File: src/rtl/ttx_display_consts.vh
// Purpose: Constants of the teletext page display generator
// Assumes: Included by the display design files, the bench and the checker; the memory model does not include it
// Notes:   Register offsets are APB byte addresses
`ifndef TTX_DISPLAY_CONSTS_VH
`define TTX_DISPLAY_CONSTS_VH
// ==========================================================
// Timing
`define CLK_MHZ       40
`define PIX_MHZ       12
`define PIX_CYC       (`CLK_MHZ / `PIX_MHZ)
`define PIX_PH_LAST   2'h2
`define FETCH_PH      2'h1
`define FLASH_FIELDS  6'h32
`define FLASH_ON      6'h20
`define VCNT_MAX      7'h7F
// ==========================================================
// Page geometry
`define LAST_ROW      5'h18
`define LAST_COL      6'h27
`define LAST_SUB      4'hB
`define ERASE_ROW     5'h19
`define HI_COL        6'h20
`define ADDR_HI_BASE  10'h3F8
`define CHARS_LPC10   4'hA
`define CHARS_LPC9    4'h9
`define CHARS_LPC8    4'h8
`define LPC_SEL_9     2'h1
`define LPC_SEL_8     2'h2
// ==========================================================
// Character codes
`define CTRL_LIMIT    8'h20
`define OVL_LOW       8'h60
`define C_FLASH       5'h08
`define C_STEADY      5'h09
`define C_CONTIG      5'h19
`define C_SEPAR       5'h1A
`define C_OSD         5'h1B
`define C_BLACK_BG    5'h1C
`define C_NEW_BG      5'h1D
`define WHITE         3'h7
`define BLACK         3'h0
`define SEL_TEXT      2'h0
`define SEL_MOSAIC    2'h1
`define SEL_OSD       2'h2
// ==========================================================
// Registers
`define A_HDELAY      8'h00
`define A_VDELAY      8'h04
`define A_CUR_ROW     8'h08
`define A_CUR_COL     8'h0C
`define A_TIMING      8'h10
`define A_LANG        8'h14
`define A_CTRL        8'h18
`define A_STATUS      8'h1C
`define BG_MSB        7
`define BG_LSB        5
`define OVL_BIT       3
`define CTRL_CUR_EN   0
`define CTRL_SC_SEL   3
`define CTRL_COR_EN   4
`endif

File: src/rtl/teletext_page_display_generator.v
// Purpose: Teletext page display generator with APB registers
// Assumes: Sync inputs and memory data synchronous to CLK
// Notes:   Display memory answers in the same cycle as MEM_RD
//
// Chosen here: register access over APB and the register addresses.
`timescale 1ns/1ps
`default_nettype none
`include "ttx_display_consts.vh"
// Notes on behaviour
// RULE1: Page is 25 rows of 40 characters
// RULE2: Character cell is 12 by 10 pixels
// RULE3: Pixel clock near 12 MHz
// RULE4: Text area spans 250 lines per field
// RULE5: Horizontal start shiftable up to 21.33 us; code allows 255 steps of 3 CLK cycles, 19.125 us at 40 MHz
// RULE6: Vertical start shiftable from line 1 to 64
// RULE7: Cursor swaps colours at programmed cell
// RULE8: Software toggles cursor enable for blinking
// RULE9: Flash hides foreground at 1 Hz, 32:18
// RULE10: Timing bits 7-5 give screen background colour
// RULE11: Row 25 columns 0-3 hold erase flags
// RULE12: Erase flag set means row is blanked
// RULE13: Erase flag fetched at every row start
// RULE14: Row and column map to memory address
// RULE15: Codes below 32 are control characters
// RULE16: Glyph address from code, language, mode bits
// RULE17: 60 Hz mode uses 9 or 8 lines
// RULE18: Store adds overlay and mosaic glyph sets
// RULE19: Overlay 60-7F needs overlay select bit
// RULE20: Pixel timing restarts at each sync
// RULE21: Drives RGB, blanking and contrast reduction
// RULE22: Horizontal delay counted in pixels from sync
// RULE23: Vertical delay counted in lines from sync
// RULE24: Outside window show background, blanking idle
module teletext_page_display_generator (
  input  wire        CLK,
  input  wire        RESET,
  input  wire        PSEL,
  input  wire        PENABLE,
  input  wire        PWRITE,
  input  wire [7:0]  PADDR,
  input  wire [31:0] PWDATA,
  output reg  [31:0] PRDATA,
  output wire        PREADY,
  output wire        PSLVERR,
  input  wire        HORIZONTAL_SYNC,
  input  wire        VERTICAL_SYNC,
  input  wire        SANDCASTLE_H,
  input  wire        SANDCASTLE_V,
  output reg  [9:0]  MEM_ADDR,
  output reg         MEM_RD,
  input  wire [7:0]  MEM_DATA,
  output reg         RED,
  output reg         GREEN,
  output reg         BLUE,
  output reg         BLANK_OUT,
  output reg         CONTRAST_REDUCE_OUT
);
  localparam [2:0] H_IDLE   = 3'h0;
  localparam [2:0] H_ERASE  = 3'h1;
  localparam [2:0] H_DELAY  = 3'h2;
  localparam [2:0] H_LEAD   = 3'h3;
  localparam [2:0] H_ACTIVE = 3'h4;

  reg  [7:0] horizontal_delay_reg_r;
  reg  [5:0] vertical_delay_reg_r;
  reg  [4:0] cursor_row_reg_r;
  reg  [5:0] cursor_column_reg_r;
  reg  [7:0] display_timing_reg_r;
  reg  [3:0] language_control_reg_r;
  reg  [4:0] ctrl_r;
  reg        hs_d_r;
  reg        vs_d_r;
  reg  [6:0] vcnt_r;
  reg        vin_r;
  reg  [4:0] row_r;
  reg  [3:0] gline_r;
  reg  [5:0] field_r;
  reg  [2:0] hstate_r;
  reg  [1:0] ph_r;
  reg  [7:0] dly_r;
  reg  [3:0] sub_r;
  reg  [5:0] col_r;
  reg        rd_erase_r;
  reg        rd_char_r;
  reg        row_erase_flag_r;
  reg  [2:0] fg_r;
  reg  [2:0] bg_r;
  reg        flash_r;
  reg        mos_r;
  reg        sep_r;
  reg        osd_r;
  reg  [2:0] nx_fg_r;
  reg  [2:0] nx_bg_r;
  reg        nx_flash_r;
  reg        nx_ctrl_r;
  reg  [2:0] cu_fg_r;
  reg  [2:0] cu_bg_r;
  reg        cu_flash_r;
  reg        cu_ctrl_r;
  reg        cu_cursor_r;
  reg [11:0] cu_pix_r;
  reg        glyph_ld_r;
  reg [11:0] nx_pix_r;
  reg  [1:0] gsel;
  reg  [2:0] bg_new;
  reg  [2:0] fg_show;
  reg  [2:0] bg_show;
  reg  [2:0] colour;
  reg        pix_on;
  reg [31:0] rd_mux;
  wire [11:0] glyph_pix;
  wire [3:0]  lpc;
  wire [2:0]  bg_default;
  wire [5:0]  load_col;
  wire        hs_src;
  wire        vs_src;
  wire        hs_rise;
  wire        vs_rise;
  wire        tick;
  wire        slot_end;
  wire        fetch_now;
  wire        flash_vis;
  wire        ctrl_code;

  // ==========================================================
  // Address translation
  function [9:0] cell_addr;
    input [4:0] r;
    input [5:0] c;
    begin
      if (c < `HI_COL) begin
        cell_addr = {r, 5'h00} + {4'h0, c};
      end else begin
        cell_addr = `ADDR_HI_BASE - {2'h0, r, 3'h0} + {7'h00, c[2:0]};
      end
    end
  endfunction

  function mapped;
    input [7:0] a;
    begin
      mapped = (a[1:0] == 2'h0) && (a <= `A_STATUS);
    end
  endfunction

  // ==========================================================
  // APB slave, zero wait states
  assign PREADY  = PSEL & PENABLE;
  assign PSLVERR = PSEL & PENABLE & ~mapped(PADDR);

  always @* begin
    case (PADDR)
      `A_HDELAY:  rd_mux = {24'h0, horizontal_delay_reg_r};
      `A_VDELAY:  rd_mux = {26'h0, vertical_delay_reg_r};
      `A_CUR_ROW: rd_mux = {27'h0, cursor_row_reg_r};
      `A_CUR_COL: rd_mux = {26'h0, cursor_column_reg_r};
      `A_TIMING:  rd_mux = {24'h0, display_timing_reg_r};
      `A_LANG:    rd_mux = {28'h0, language_control_reg_r};
      `A_CTRL:    rd_mux = {27'h0, ctrl_r};
      `A_STATUS:  rd_mux = {24'h0, row_erase_flag_r, flash_vis, vin_r, row_r};
      default:    rd_mux = 32'h0;
    endcase
  end

  always @(posedge CLK) begin
    if (RESET) begin
      PRDATA                 <= 32'h0;
      horizontal_delay_reg_r <= 8'h00;
      vertical_delay_reg_r   <= 6'h00;
      cursor_row_reg_r       <= 5'h00;
      cursor_column_reg_r    <= 6'h00;
      display_timing_reg_r   <= 8'h00;
      language_control_reg_r <= 4'h0;
      ctrl_r                 <= 5'h00;
    end else begin
      if (PSEL & ~PENABLE) begin
        PRDATA <= rd_mux;
      end
      if (PSEL & PENABLE & PWRITE) begin
        case (PADDR)
          `A_HDELAY:  horizontal_delay_reg_r <= PWDATA[7:0]; // [RULE5]
          `A_VDELAY:  vertical_delay_reg_r   <= PWDATA[5:0]; // [RULE6]
          `A_CUR_ROW: cursor_row_reg_r       <= PWDATA[4:0];
          `A_CUR_COL: cursor_column_reg_r    <= PWDATA[5:0];
          `A_TIMING:  display_timing_reg_r   <= PWDATA[7:0];
          `A_LANG:    language_control_reg_r <= PWDATA[3:0];
          `A_CTRL:    ctrl_r                 <= PWDATA[4:0];
          default: ;
        endcase
      end
    end
  end

  assign bg_default = display_timing_reg_r[`BG_MSB:`BG_LSB]; // [RULE10]
  assign lpc = (ctrl_r[2:1] == `LPC_SEL_9) ? `CHARS_LPC9 :
               (ctrl_r[2:1] == `LPC_SEL_8) ? `CHARS_LPC8 : `CHARS_LPC10; // [RULE17]

  // ==========================================================
  // Sync edges; source is sandcastle or separate syncs
  assign hs_src  = ctrl_r[`CTRL_SC_SEL] ? SANDCASTLE_H : HORIZONTAL_SYNC; // [RULE20]
  assign vs_src  = ctrl_r[`CTRL_SC_SEL] ? SANDCASTLE_V : VERTICAL_SYNC;
  assign hs_rise = hs_src & ~hs_d_r;
  assign vs_rise = vs_src & ~vs_d_r;
  assign flash_vis = field_r < `FLASH_ON; // [RULE9]

  // ==========================================================
  // Vertical timing
  always @(posedge CLK) begin
    if (RESET) begin
      hs_d_r  <= 1'b0;
      vs_d_r  <= 1'b0;
      vcnt_r  <= 7'h00;
      vin_r   <= 1'b0;
      row_r   <= 5'h00;
      gline_r <= 4'h0;
      field_r <= 6'h00;
    end else begin
      hs_d_r <= hs_src;
      vs_d_r <= vs_src;
      if (vs_rise) begin
        vcnt_r  <= 7'h00;
        vin_r   <= 1'b0;
        // Fifty fields make one flash period at 50 Hz
        field_r <= (field_r == `FLASH_FIELDS - 6'h01) ? 6'h00 : field_r + 6'h01; // [RULE9]
      end else if (hs_rise) begin
        if (vcnt_r != `VCNT_MAX) begin
          vcnt_r <= vcnt_r + 7'h01;
        end
        if (!vin_r && vcnt_r == {1'b0, vertical_delay_reg_r}) begin // [RULE23]
          vin_r   <= 1'b1;
          row_r   <= 5'h00;
          gline_r <= 4'h0;
        end else if (vin_r) begin
          if (gline_r == lpc - 4'h1) begin // [RULE2]
            gline_r <= 4'h0;
            if (row_r == `LAST_ROW) begin // [RULE1] [RULE4]
              vin_r <= 1'b0;
            end else begin
              row_r <= row_r + 5'h01;
            end
          end else begin
            gline_r <= gline_r + 4'h1;
          end
        end
      end
    end
  end

  // ==========================================================
  // Horizontal timing and memory fetch
  assign tick      = (ph_r == `PIX_PH_LAST); // [RULE3]
  assign slot_end  = tick && (sub_r == `LAST_SUB);
  assign fetch_now = (sub_r == 4'h0) && (ph_r == `FETCH_PH) &&
                     (hstate_r == H_LEAD || (hstate_r == H_ACTIVE && col_r != `LAST_COL));
  assign load_col  = (hstate_r == H_LEAD) ? 6'h00 : col_r + 6'h01;
  assign ctrl_code = MEM_DATA < `CTRL_LIMIT; // [RULE15]

  always @(posedge CLK) begin
    if (RESET) begin
      hstate_r   <= H_IDLE;
      ph_r       <= 2'h0;
      dly_r      <= 8'h00;
      sub_r      <= 4'h0;
      col_r      <= 6'h00;
      MEM_ADDR   <= 10'h000;
      MEM_RD     <= 1'b0;
      rd_erase_r <= 1'b0;
      rd_char_r  <= 1'b0;
    end else begin
      MEM_RD     <= 1'b0;
      rd_erase_r <= 1'b0;
      rd_char_r  <= 1'b0;
      ph_r       <= tick ? 2'h0 : ph_r + 2'h1;
      if (hs_rise) begin
        hstate_r <= H_ERASE;
      end else begin
        case (hstate_r)
          H_ERASE: begin
            // Flags refetched every line, so a row never uses a stale one
            MEM_ADDR   <= cell_addr(`ERASE_ROW, {4'h0, row_r[4:3]}); // [RULE11] [RULE13]
            MEM_RD     <= 1'b1;
            rd_erase_r <= 1'b1;
            ph_r       <= 2'h0; // [RULE20]
            dly_r      <= 8'h00;
            hstate_r   <= H_DELAY;
          end
          H_DELAY: begin
            if (dly_r == horizontal_delay_reg_r) begin // [RULE22]
              hstate_r <= H_LEAD;
              ph_r     <= 2'h0;
              sub_r    <= 4'h0;
            end else if (tick) begin
              dly_r <= dly_r + 8'h01;
            end
          end
          H_LEAD, H_ACTIVE: begin
            if (fetch_now) begin
              MEM_ADDR  <= cell_addr(row_r, load_col); // [RULE14]
              MEM_RD    <= 1'b1;
              rd_char_r <= 1'b1;
            end
            if (tick) begin
              sub_r <= slot_end ? 4'h0 : sub_r + 4'h1;
            end
            if (slot_end) begin
              col_r <= load_col;
              if (hstate_r == H_LEAD) begin
                hstate_r <= H_ACTIVE;
              end else if (col_r == `LAST_COL) begin
                hstate_r <= H_IDLE;
              end
            end
          end
          default: hstate_r <= H_IDLE;
        endcase
      end
    end
  end

  // ==========================================================
  // Serial attributes and glyph selection
  always @* begin
    gsel = `SEL_TEXT;
    if (MEM_DATA[7] ||
        (osd_r && language_control_reg_r[`OVL_BIT] && MEM_DATA >= `OVL_LOW)) begin // [RULE19]
      gsel = `SEL_OSD; // [RULE18]
    end else if (mos_r && MEM_DATA[5]) begin
      gsel = `SEL_MOSAIC; // [RULE18]
    end
    bg_new = bg_r;
    if (ctrl_code && MEM_DATA[4:0] == `C_BLACK_BG) begin
      bg_new = `BLACK;
    end else if (ctrl_code && MEM_DATA[4:0] == `C_NEW_BG) begin
      bg_new = fg_r;
    end
  end

  ttx_glyph_store u_glyph (
    .clk   (CLK),
    .sel   (gsel),
    .sep   (sep_r),
    .lang  (language_control_reg_r[2:0]),
    .code  (MEM_DATA[6:0]),
    .line  (gline_r),
    .pix_r (glyph_pix)
  ); // [RULE16]

  always @(posedge CLK) begin
    if (RESET) begin
      row_erase_flag_r <= 1'b0;
      fg_r <= `WHITE;
      bg_r <= `BLACK;
      {flash_r, mos_r, sep_r, osd_r} <= 4'h0;
      {nx_fg_r, nx_bg_r, nx_flash_r, nx_ctrl_r} <= 8'h00;
      {cu_fg_r, cu_bg_r, cu_flash_r, cu_ctrl_r, cu_cursor_r} <= 9'h000;
      cu_pix_r <= 12'h000;
      glyph_ld_r <= 1'b0;
      nx_pix_r <= 12'h000;
    end else begin
      // Glyph register is valid only the cycle after the fetch
      glyph_ld_r <= rd_char_r;
      if (glyph_ld_r) begin
        nx_pix_r <= glyph_pix; // [RULE16]
      end
      if (rd_erase_r) begin
        // Unused bits above row 24 are never selected
        row_erase_flag_r <= MEM_DATA[row_r[2:0]]; // [RULE11]
      end
      if (hstate_r == H_DELAY) begin
        // Row start defaults
        fg_r <= `WHITE;
        bg_r <= bg_default; // [RULE10]
        {flash_r, mos_r, sep_r, osd_r} <= 4'h0;
      end else if (rd_char_r) begin
        nx_fg_r    <= fg_r;
        nx_flash_r <= flash_r;
        nx_bg_r    <= bg_new;
        nx_ctrl_r  <= ctrl_code; // [RULE15]
        bg_r       <= bg_new;
        if (ctrl_code) begin
          if (MEM_DATA[3] == 1'b0) begin
            fg_r  <= MEM_DATA[2:0];
            mos_r <= MEM_DATA[4];
          end
          case (MEM_DATA[4:0])
            `C_FLASH:  flash_r <= 1'b1;
            `C_STEADY: flash_r <= 1'b0;
            `C_CONTIG: sep_r   <= 1'b0;
            `C_SEPAR:  sep_r   <= 1'b1;
            `C_OSD:    osd_r   <= ~osd_r;
            default: ;
          endcase
        end
      end
      if (slot_end) begin
        cu_fg_r     <= nx_fg_r;
        cu_bg_r     <= nx_bg_r;
        cu_flash_r  <= nx_flash_r;
        cu_ctrl_r   <= nx_ctrl_r;
        cu_pix_r    <= nx_pix_r;
        cu_cursor_r <= ctrl_r[`CTRL_CUR_EN] && row_r == cursor_row_reg_r &&
                       load_col == cursor_column_reg_r; // [RULE7]
      end
    end
  end

  // ==========================================================
  // Pixel output stage
  always @* begin
    pix_on  = cu_pix_r[`LAST_SUB - sub_r] & ~cu_ctrl_r;
    fg_show = cu_fg_r;
    bg_show = cu_bg_r;
    if (cu_cursor_r) begin
      fg_show = cu_bg_r; // [RULE7]
      bg_show = cu_fg_r;
    end
    if (cu_flash_r && !flash_vis) begin
      fg_show = bg_show; // [RULE9]
    end
    colour = pix_on ? fg_show : bg_show;
  end

  always @(posedge CLK) begin
    if (RESET) begin
      {RED, GREEN, BLUE} <= `BLACK;
      BLANK_OUT <= 1'b0;
      CONTRAST_REDUCE_OUT <= 1'b0;
    end else if (hstate_r == H_ACTIVE && vin_r && !row_erase_flag_r) begin // [RULE12]
      {RED, GREEN, BLUE} <= colour; // [RULE21]
      BLANK_OUT <= 1'b1;
      CONTRAST_REDUCE_OUT <= ctrl_r[`CTRL_COR_EN] & ~pix_on;
    end else begin
      {RED, GREEN, BLUE} <= bg_default; // [RULE24]
      BLANK_OUT <= 1'b0;
      CONTRAST_REDUCE_OUT <= 1'b0;
    end
  end
endmodule // teletext_page_display_generator
`default_nettype wire

File: src/rtl/ttx_glyph_store.v
// Purpose: Glyph store, one pixel line of one glyph per lookup
// Assumes: Lookup issued one cycle before data is used
// Notes:   Text and overlay patterns are stand-ins for a font table
`timescale 1ns/1ps
`default_nettype none
`include "ttx_display_consts.vh"
module ttx_glyph_store (
  input  wire        clk,
  input  wire [1:0]  sel,
  input  wire        sep,
  input  wire [2:0]  lang,
  input  wire [6:0]  code,
  input  wire [3:0]  line,
  output reg  [11:0] pix_r
);
  reg [1:0] band;
  reg [1:0] cells;
  reg [5:0] half;
  reg [11:0] pix_nxt;
  // ==========================================================
  // Sixel mosaics: 2 x 3 blocks, separated mode leaves gaps
  always @* begin
    band = (line < 4'h3) ? 2'h0 : (line < 4'h7) ? 2'h1 : 2'h2;
    case (band)
      2'h0:    cells = code[1:0];
      2'h1:    cells = code[3:2];
      default: cells = {code[6], code[4]};
    endcase
    half = 6'h3F;
    if (sep) begin
      half = 6'h1E;
    end
    pix_nxt = 12'h000;
    case (sel)
      `SEL_MOSAIC: begin
        pix_nxt = {cells[0] ? half : 6'h00, cells[1] ? half : 6'h00};
        if (sep && (line == 4'h2 || line == 4'h6 || line == 4'h9)) begin
          pix_nxt = 12'h000;
        end
      end
      `SEL_OSD: begin
        pix_nxt = (line == 4'h0 || line == 4'h9) ? 12'hFFF :
                  {1'b1, code[4:0], lang, line[2:0]} | 12'h001;
      end
      default: begin
        if (line != 4'h0 && line != 4'h9) begin
          pix_nxt = {2'h0, code[5:0] ^ {lang, line[2:0]}, 4'h0};
        end
      end
    endcase
  end
  always @(posedge clk) begin
    pix_r <= pix_nxt;
  end
endmodule // ttx_glyph_store
`default_nettype wire
File: config.mk
export PLATFORM = sky130hd
export DESIGN_NAME = teletext_page_display_generator
export DESIGN_NICKNAME = d
export VERILOG_FILES = /design/src/rtl/teletext_page_display_generator.v /design/src/rtl/ttx_glyph_store.v
export VERILOG_INCLUDE_DIRS = /design/src /design/src/rtl
export SDC_FILE = /design/constraint.sdc
export NUM_CORES = 1
export LEC_CHECK = 0
export ABC_AREA = 1
export BUFFER_PORTS_ARGS = -buffer_cell sky130_fd_sc_hd__buf_2
export CORE_MARGIN = 8
export CORE_UTILIZATION = 55
export DETAILED_ROUTE_END_ITERATION = 16
export MAX_ROUTING_LAYER = met4
export PLACE_DENSITY_LB_ADDON = 0.1
export SLEW_MARGIN = 0
export SYNTH_ARGS = -nofsm -noshare
export SYNTH_HDL_FRONTEND = slang
export SYNTH_SLANG_ARGS = --single-unit
File: constraint.sdc
create_clock -name CLK -period 2 [get_ports CLK]
set_clock_uncertainty 0.15 [all_clocks]
set_input_delay 0.2 -clock CLK [delete_from_list [all_inputs] [get_ports CLK]]
set_output_delay 0.2 -clock CLK [all_outputs]
set_load 0.01 [all_outputs]
==> qor.csv <==
stage;metric;value;unit
synth;Post-Synth Adder-Cell Area;0.0221;
drt;Pre-antenna DRT Iters;5;
clock_tree;clock latency on the worst-skew pair;0.43;ns
synth;number of synthesized flops with an enable pin;0;
clock_tree;CTS HTree Levels;4;
drt;vias per cell;5.26;
finish;Syn-to-layout area delta;15.0;%
synth;Synth Area per Inst;7.04;um2
synth;Yosys reg bits;181;
critical_path;most used cell, CP;nor2_2;
critical_path;crit path max fanout;3;
die;Die Height;144;um
drt;Routed WL;23900;um
critical_path;critical path class;reg -> reg;
finish;post-layout util;0.637;
clock_tree;Sink Count;181;
run;max capacitance violation total;0;
global_route;largest net degree at the start of global routing;50;
sta;RSZ-0062 raised after global routing;true;
synth;synthesis warning total;0;
power_and_ir_drop;PD cells;746;mW/mm2
synth;register area share after synthesis;0.400;
global_route;Global Route Usage Sum;0.242;
global_route;Overflow after GRT;0;
drt;DRC Markers;0;
synth;Synth Cell Area;0.00905;mm2
sta;Final Hold Viols;0;
clock_tree;Reg clk slew, reported paths;0.07;ns
sta;period utilisation layout;0.954;
finish;ant diodes;0;
critical_path;r2r setup slk;0.09;ns
placed_design;Final Wtd Congestion;0.926;
die;Top Ports;107;
power_and_ir_drop;Max VDD drop;0.625;mV
placed_design;HPWL after detailed placement;17700;um
finish;commonest non-fill, non-tap cell in the layout;nand2_1;
synth;Async S/R FF share, synth;0;
die;core area;0.0163;mm2
drt;per-cell routed wire length;14.9;um
critical_path;Worst Path Required;2.17;ns
critical_path;Largest stage delay, worst path;0.35;ns
hold_path;Hold Path Class;in -> reg;
synth;largest family of logic cells by synthesized area;simple AND/OR/NAND/NOR gates;
drt;initial drt markers;654;
global_route;first-pass GRT wire length;38500;um
drt;post-route ant nets;0;
finish;most frequent cells in the layout;nand2_1 (238), nor2_1 (177), dfxtp_1 (175);
die;Initial Util;0.554;
die;num rows;47;
sta;Finish-stage setup viols;0;
critical_path;critical path data arrival time;2.08;ns
synth;Synth Area in Simple Gates;0.277;
drt;via count;8448;
global_route;vias in the first global route;7507;
critical_path;Worst Setup End Kind;flip-flop;
sta;Slew Limit Fails;0;
critical_path;CP cell instances;nand4_1 -> o21bai_1 -> nand3_1 -> nor2_2 -> ha_2 -> nand2_2 -> nor2_2 -> xor2_1 -> nor3_1 -> nor2_1;
power_and_ir_drop;Total Power;7770;uW
synth;post-synthesis mux area share;0;
synth;Synth cell types;47;
sta;post-route minimum period;1.91;ns
clock_tree;CTS buffer count;17;
clock_tree;Max Buffers Root-to-Sink;2;
sta;Peak Freq;524;MHz
global_route;initial antenna violation count;0;
synth;compound-gate portion of the synthesized area;0.174;
power_and_ir_drop;LEAKAGE;0.00448;uW
placed_design;IO buf count;58;
sta;final setup margin;0.0919;ns
placed_design;post-place setup slack;0.0471;ns
synth;Synth Instances;1287;
finish;Nets;1447;
synth;Post-Synth XOR/XNOR Area;0.0271;
die;chip width;144;um
clock_tree;CTS tree;yes;
critical_path;CP startpoint kind;flip-flop;
clock_tree;Root Buffer Master;clkbuf_16;
die;DIE AREA;0.0208;mm2
critical_path;slowest CP cell;dfxtp_2;
finish;layout cells sized above 1;0.131;
synth;Top FF cell, synth;dfxtp_1;
outcome;outcome;finished clean;
cells by family (layout without fill, tap and decap cells):
logic type / count (synthesis) / in the layout
XOR/XNOR: 28 / 28
AO/OA/AOI/OAI: 297 / 297
flip-flops: 181 / 181
AND/OR/NAND/NOR: 560 / 560
adder cells (fa/ha/maj): 16 / 16
buffers and inverters: 204 / 279
other: 1 / 24
synth_stat cells (13+ instances only):
library cell	n	area, um2
nand2_1	239	897
buf_4	28	210
dfxtp_1	181	3620
o211ai_1	15	113
nand3_1	69	345
o21ai_0	150	751
nor2_1	180	676
a21oi_1	103	515
nand4_1	13	81.3
clkbuf_1	22	82.6
inv_1	132	495
ha_1	16	200
xor2_1	20	175
critical path, delay by kind of cell, from the launching register on:
kind                       cells  cell delay (ns)
xor gates and xnor gates       1             0.07
and+or+nand+nor                7             0.84
AOI/OAI and AO/OA              1             0.20
adders and majority gates      1             0.20
DFF                            1             0.35
state kept, by name, indices dropped and copies added (netlist names), 7 cells and up:
signal	cells
cu_pix_r	12
nx_pix_r	12
u_glyph.pix_r	12
MEM_ADDR	10
PRDATA	8
display_timing_reg_r	8
dly_r	8
horizontal_delay_reg_r	8
vcnt_r	7
through the flow:
step                instance area, um2  hold WS, ns  TNS, ns  std cells
floorplan                         9140        0.128        0       1310
CTS                              10300       0.0222        0       1602
finish                           10400       0.0403        0       1605
global route                     10400       0.0575  -0.0341       1605
global placement                  9590        0.282        0       1556
detailed placement                9590        0.286        0       1556
area by class of cell:
class / count / area [um2]
Fill cell: 1562 / 5940
Multi-Input combinational cell: 925 / 4650
Sequential cell: 181 / 3630
Timing Repair Buffer: 106 / 719
Inverter: 143 / 542
Clock buffer: 19 / 443
Tap cell: 220 / 275
Clock inverter: 11 / 151
power breakdown:
| group | switching, uW | internal [uW] | total [uW] |
|---|---|---|---|
| Clock | 1420 | 2000 | 3420 |
| Combinational | 417 | 207 | 625 |
| Sequential | 52.3 | 3670 | 3730 |
what timing repair did:
item	in CTS	in global routing
hold buffers	16	0
setup endpoints to repair	0	21
setup buffers	0	3
endpoints found under the hold margin	22	0
gates resized for setup	0	17
worst paths after layout:
path	depth (start not counted)	startpoint	end
max reg2reg	10	col_r[2]	MEM_ADDR[9]
min reg2reg	2	cu_pix_r[1]	cu_pix_r[1]
max	10	col_r[2]	MEM_ADDR[9]
min	2	RESET	vs_d_r
metal layers:
layer,global-route usage,up-vias,routed length [um]
met5,-,-,0
met4,0.0608,0,279
met3,0.0399,25,1450
met2,0.360,244,10900
met1,0.335,3830,11300
li1,-,4349,-
Note: power is estimated with default switching activity, not from simulation.
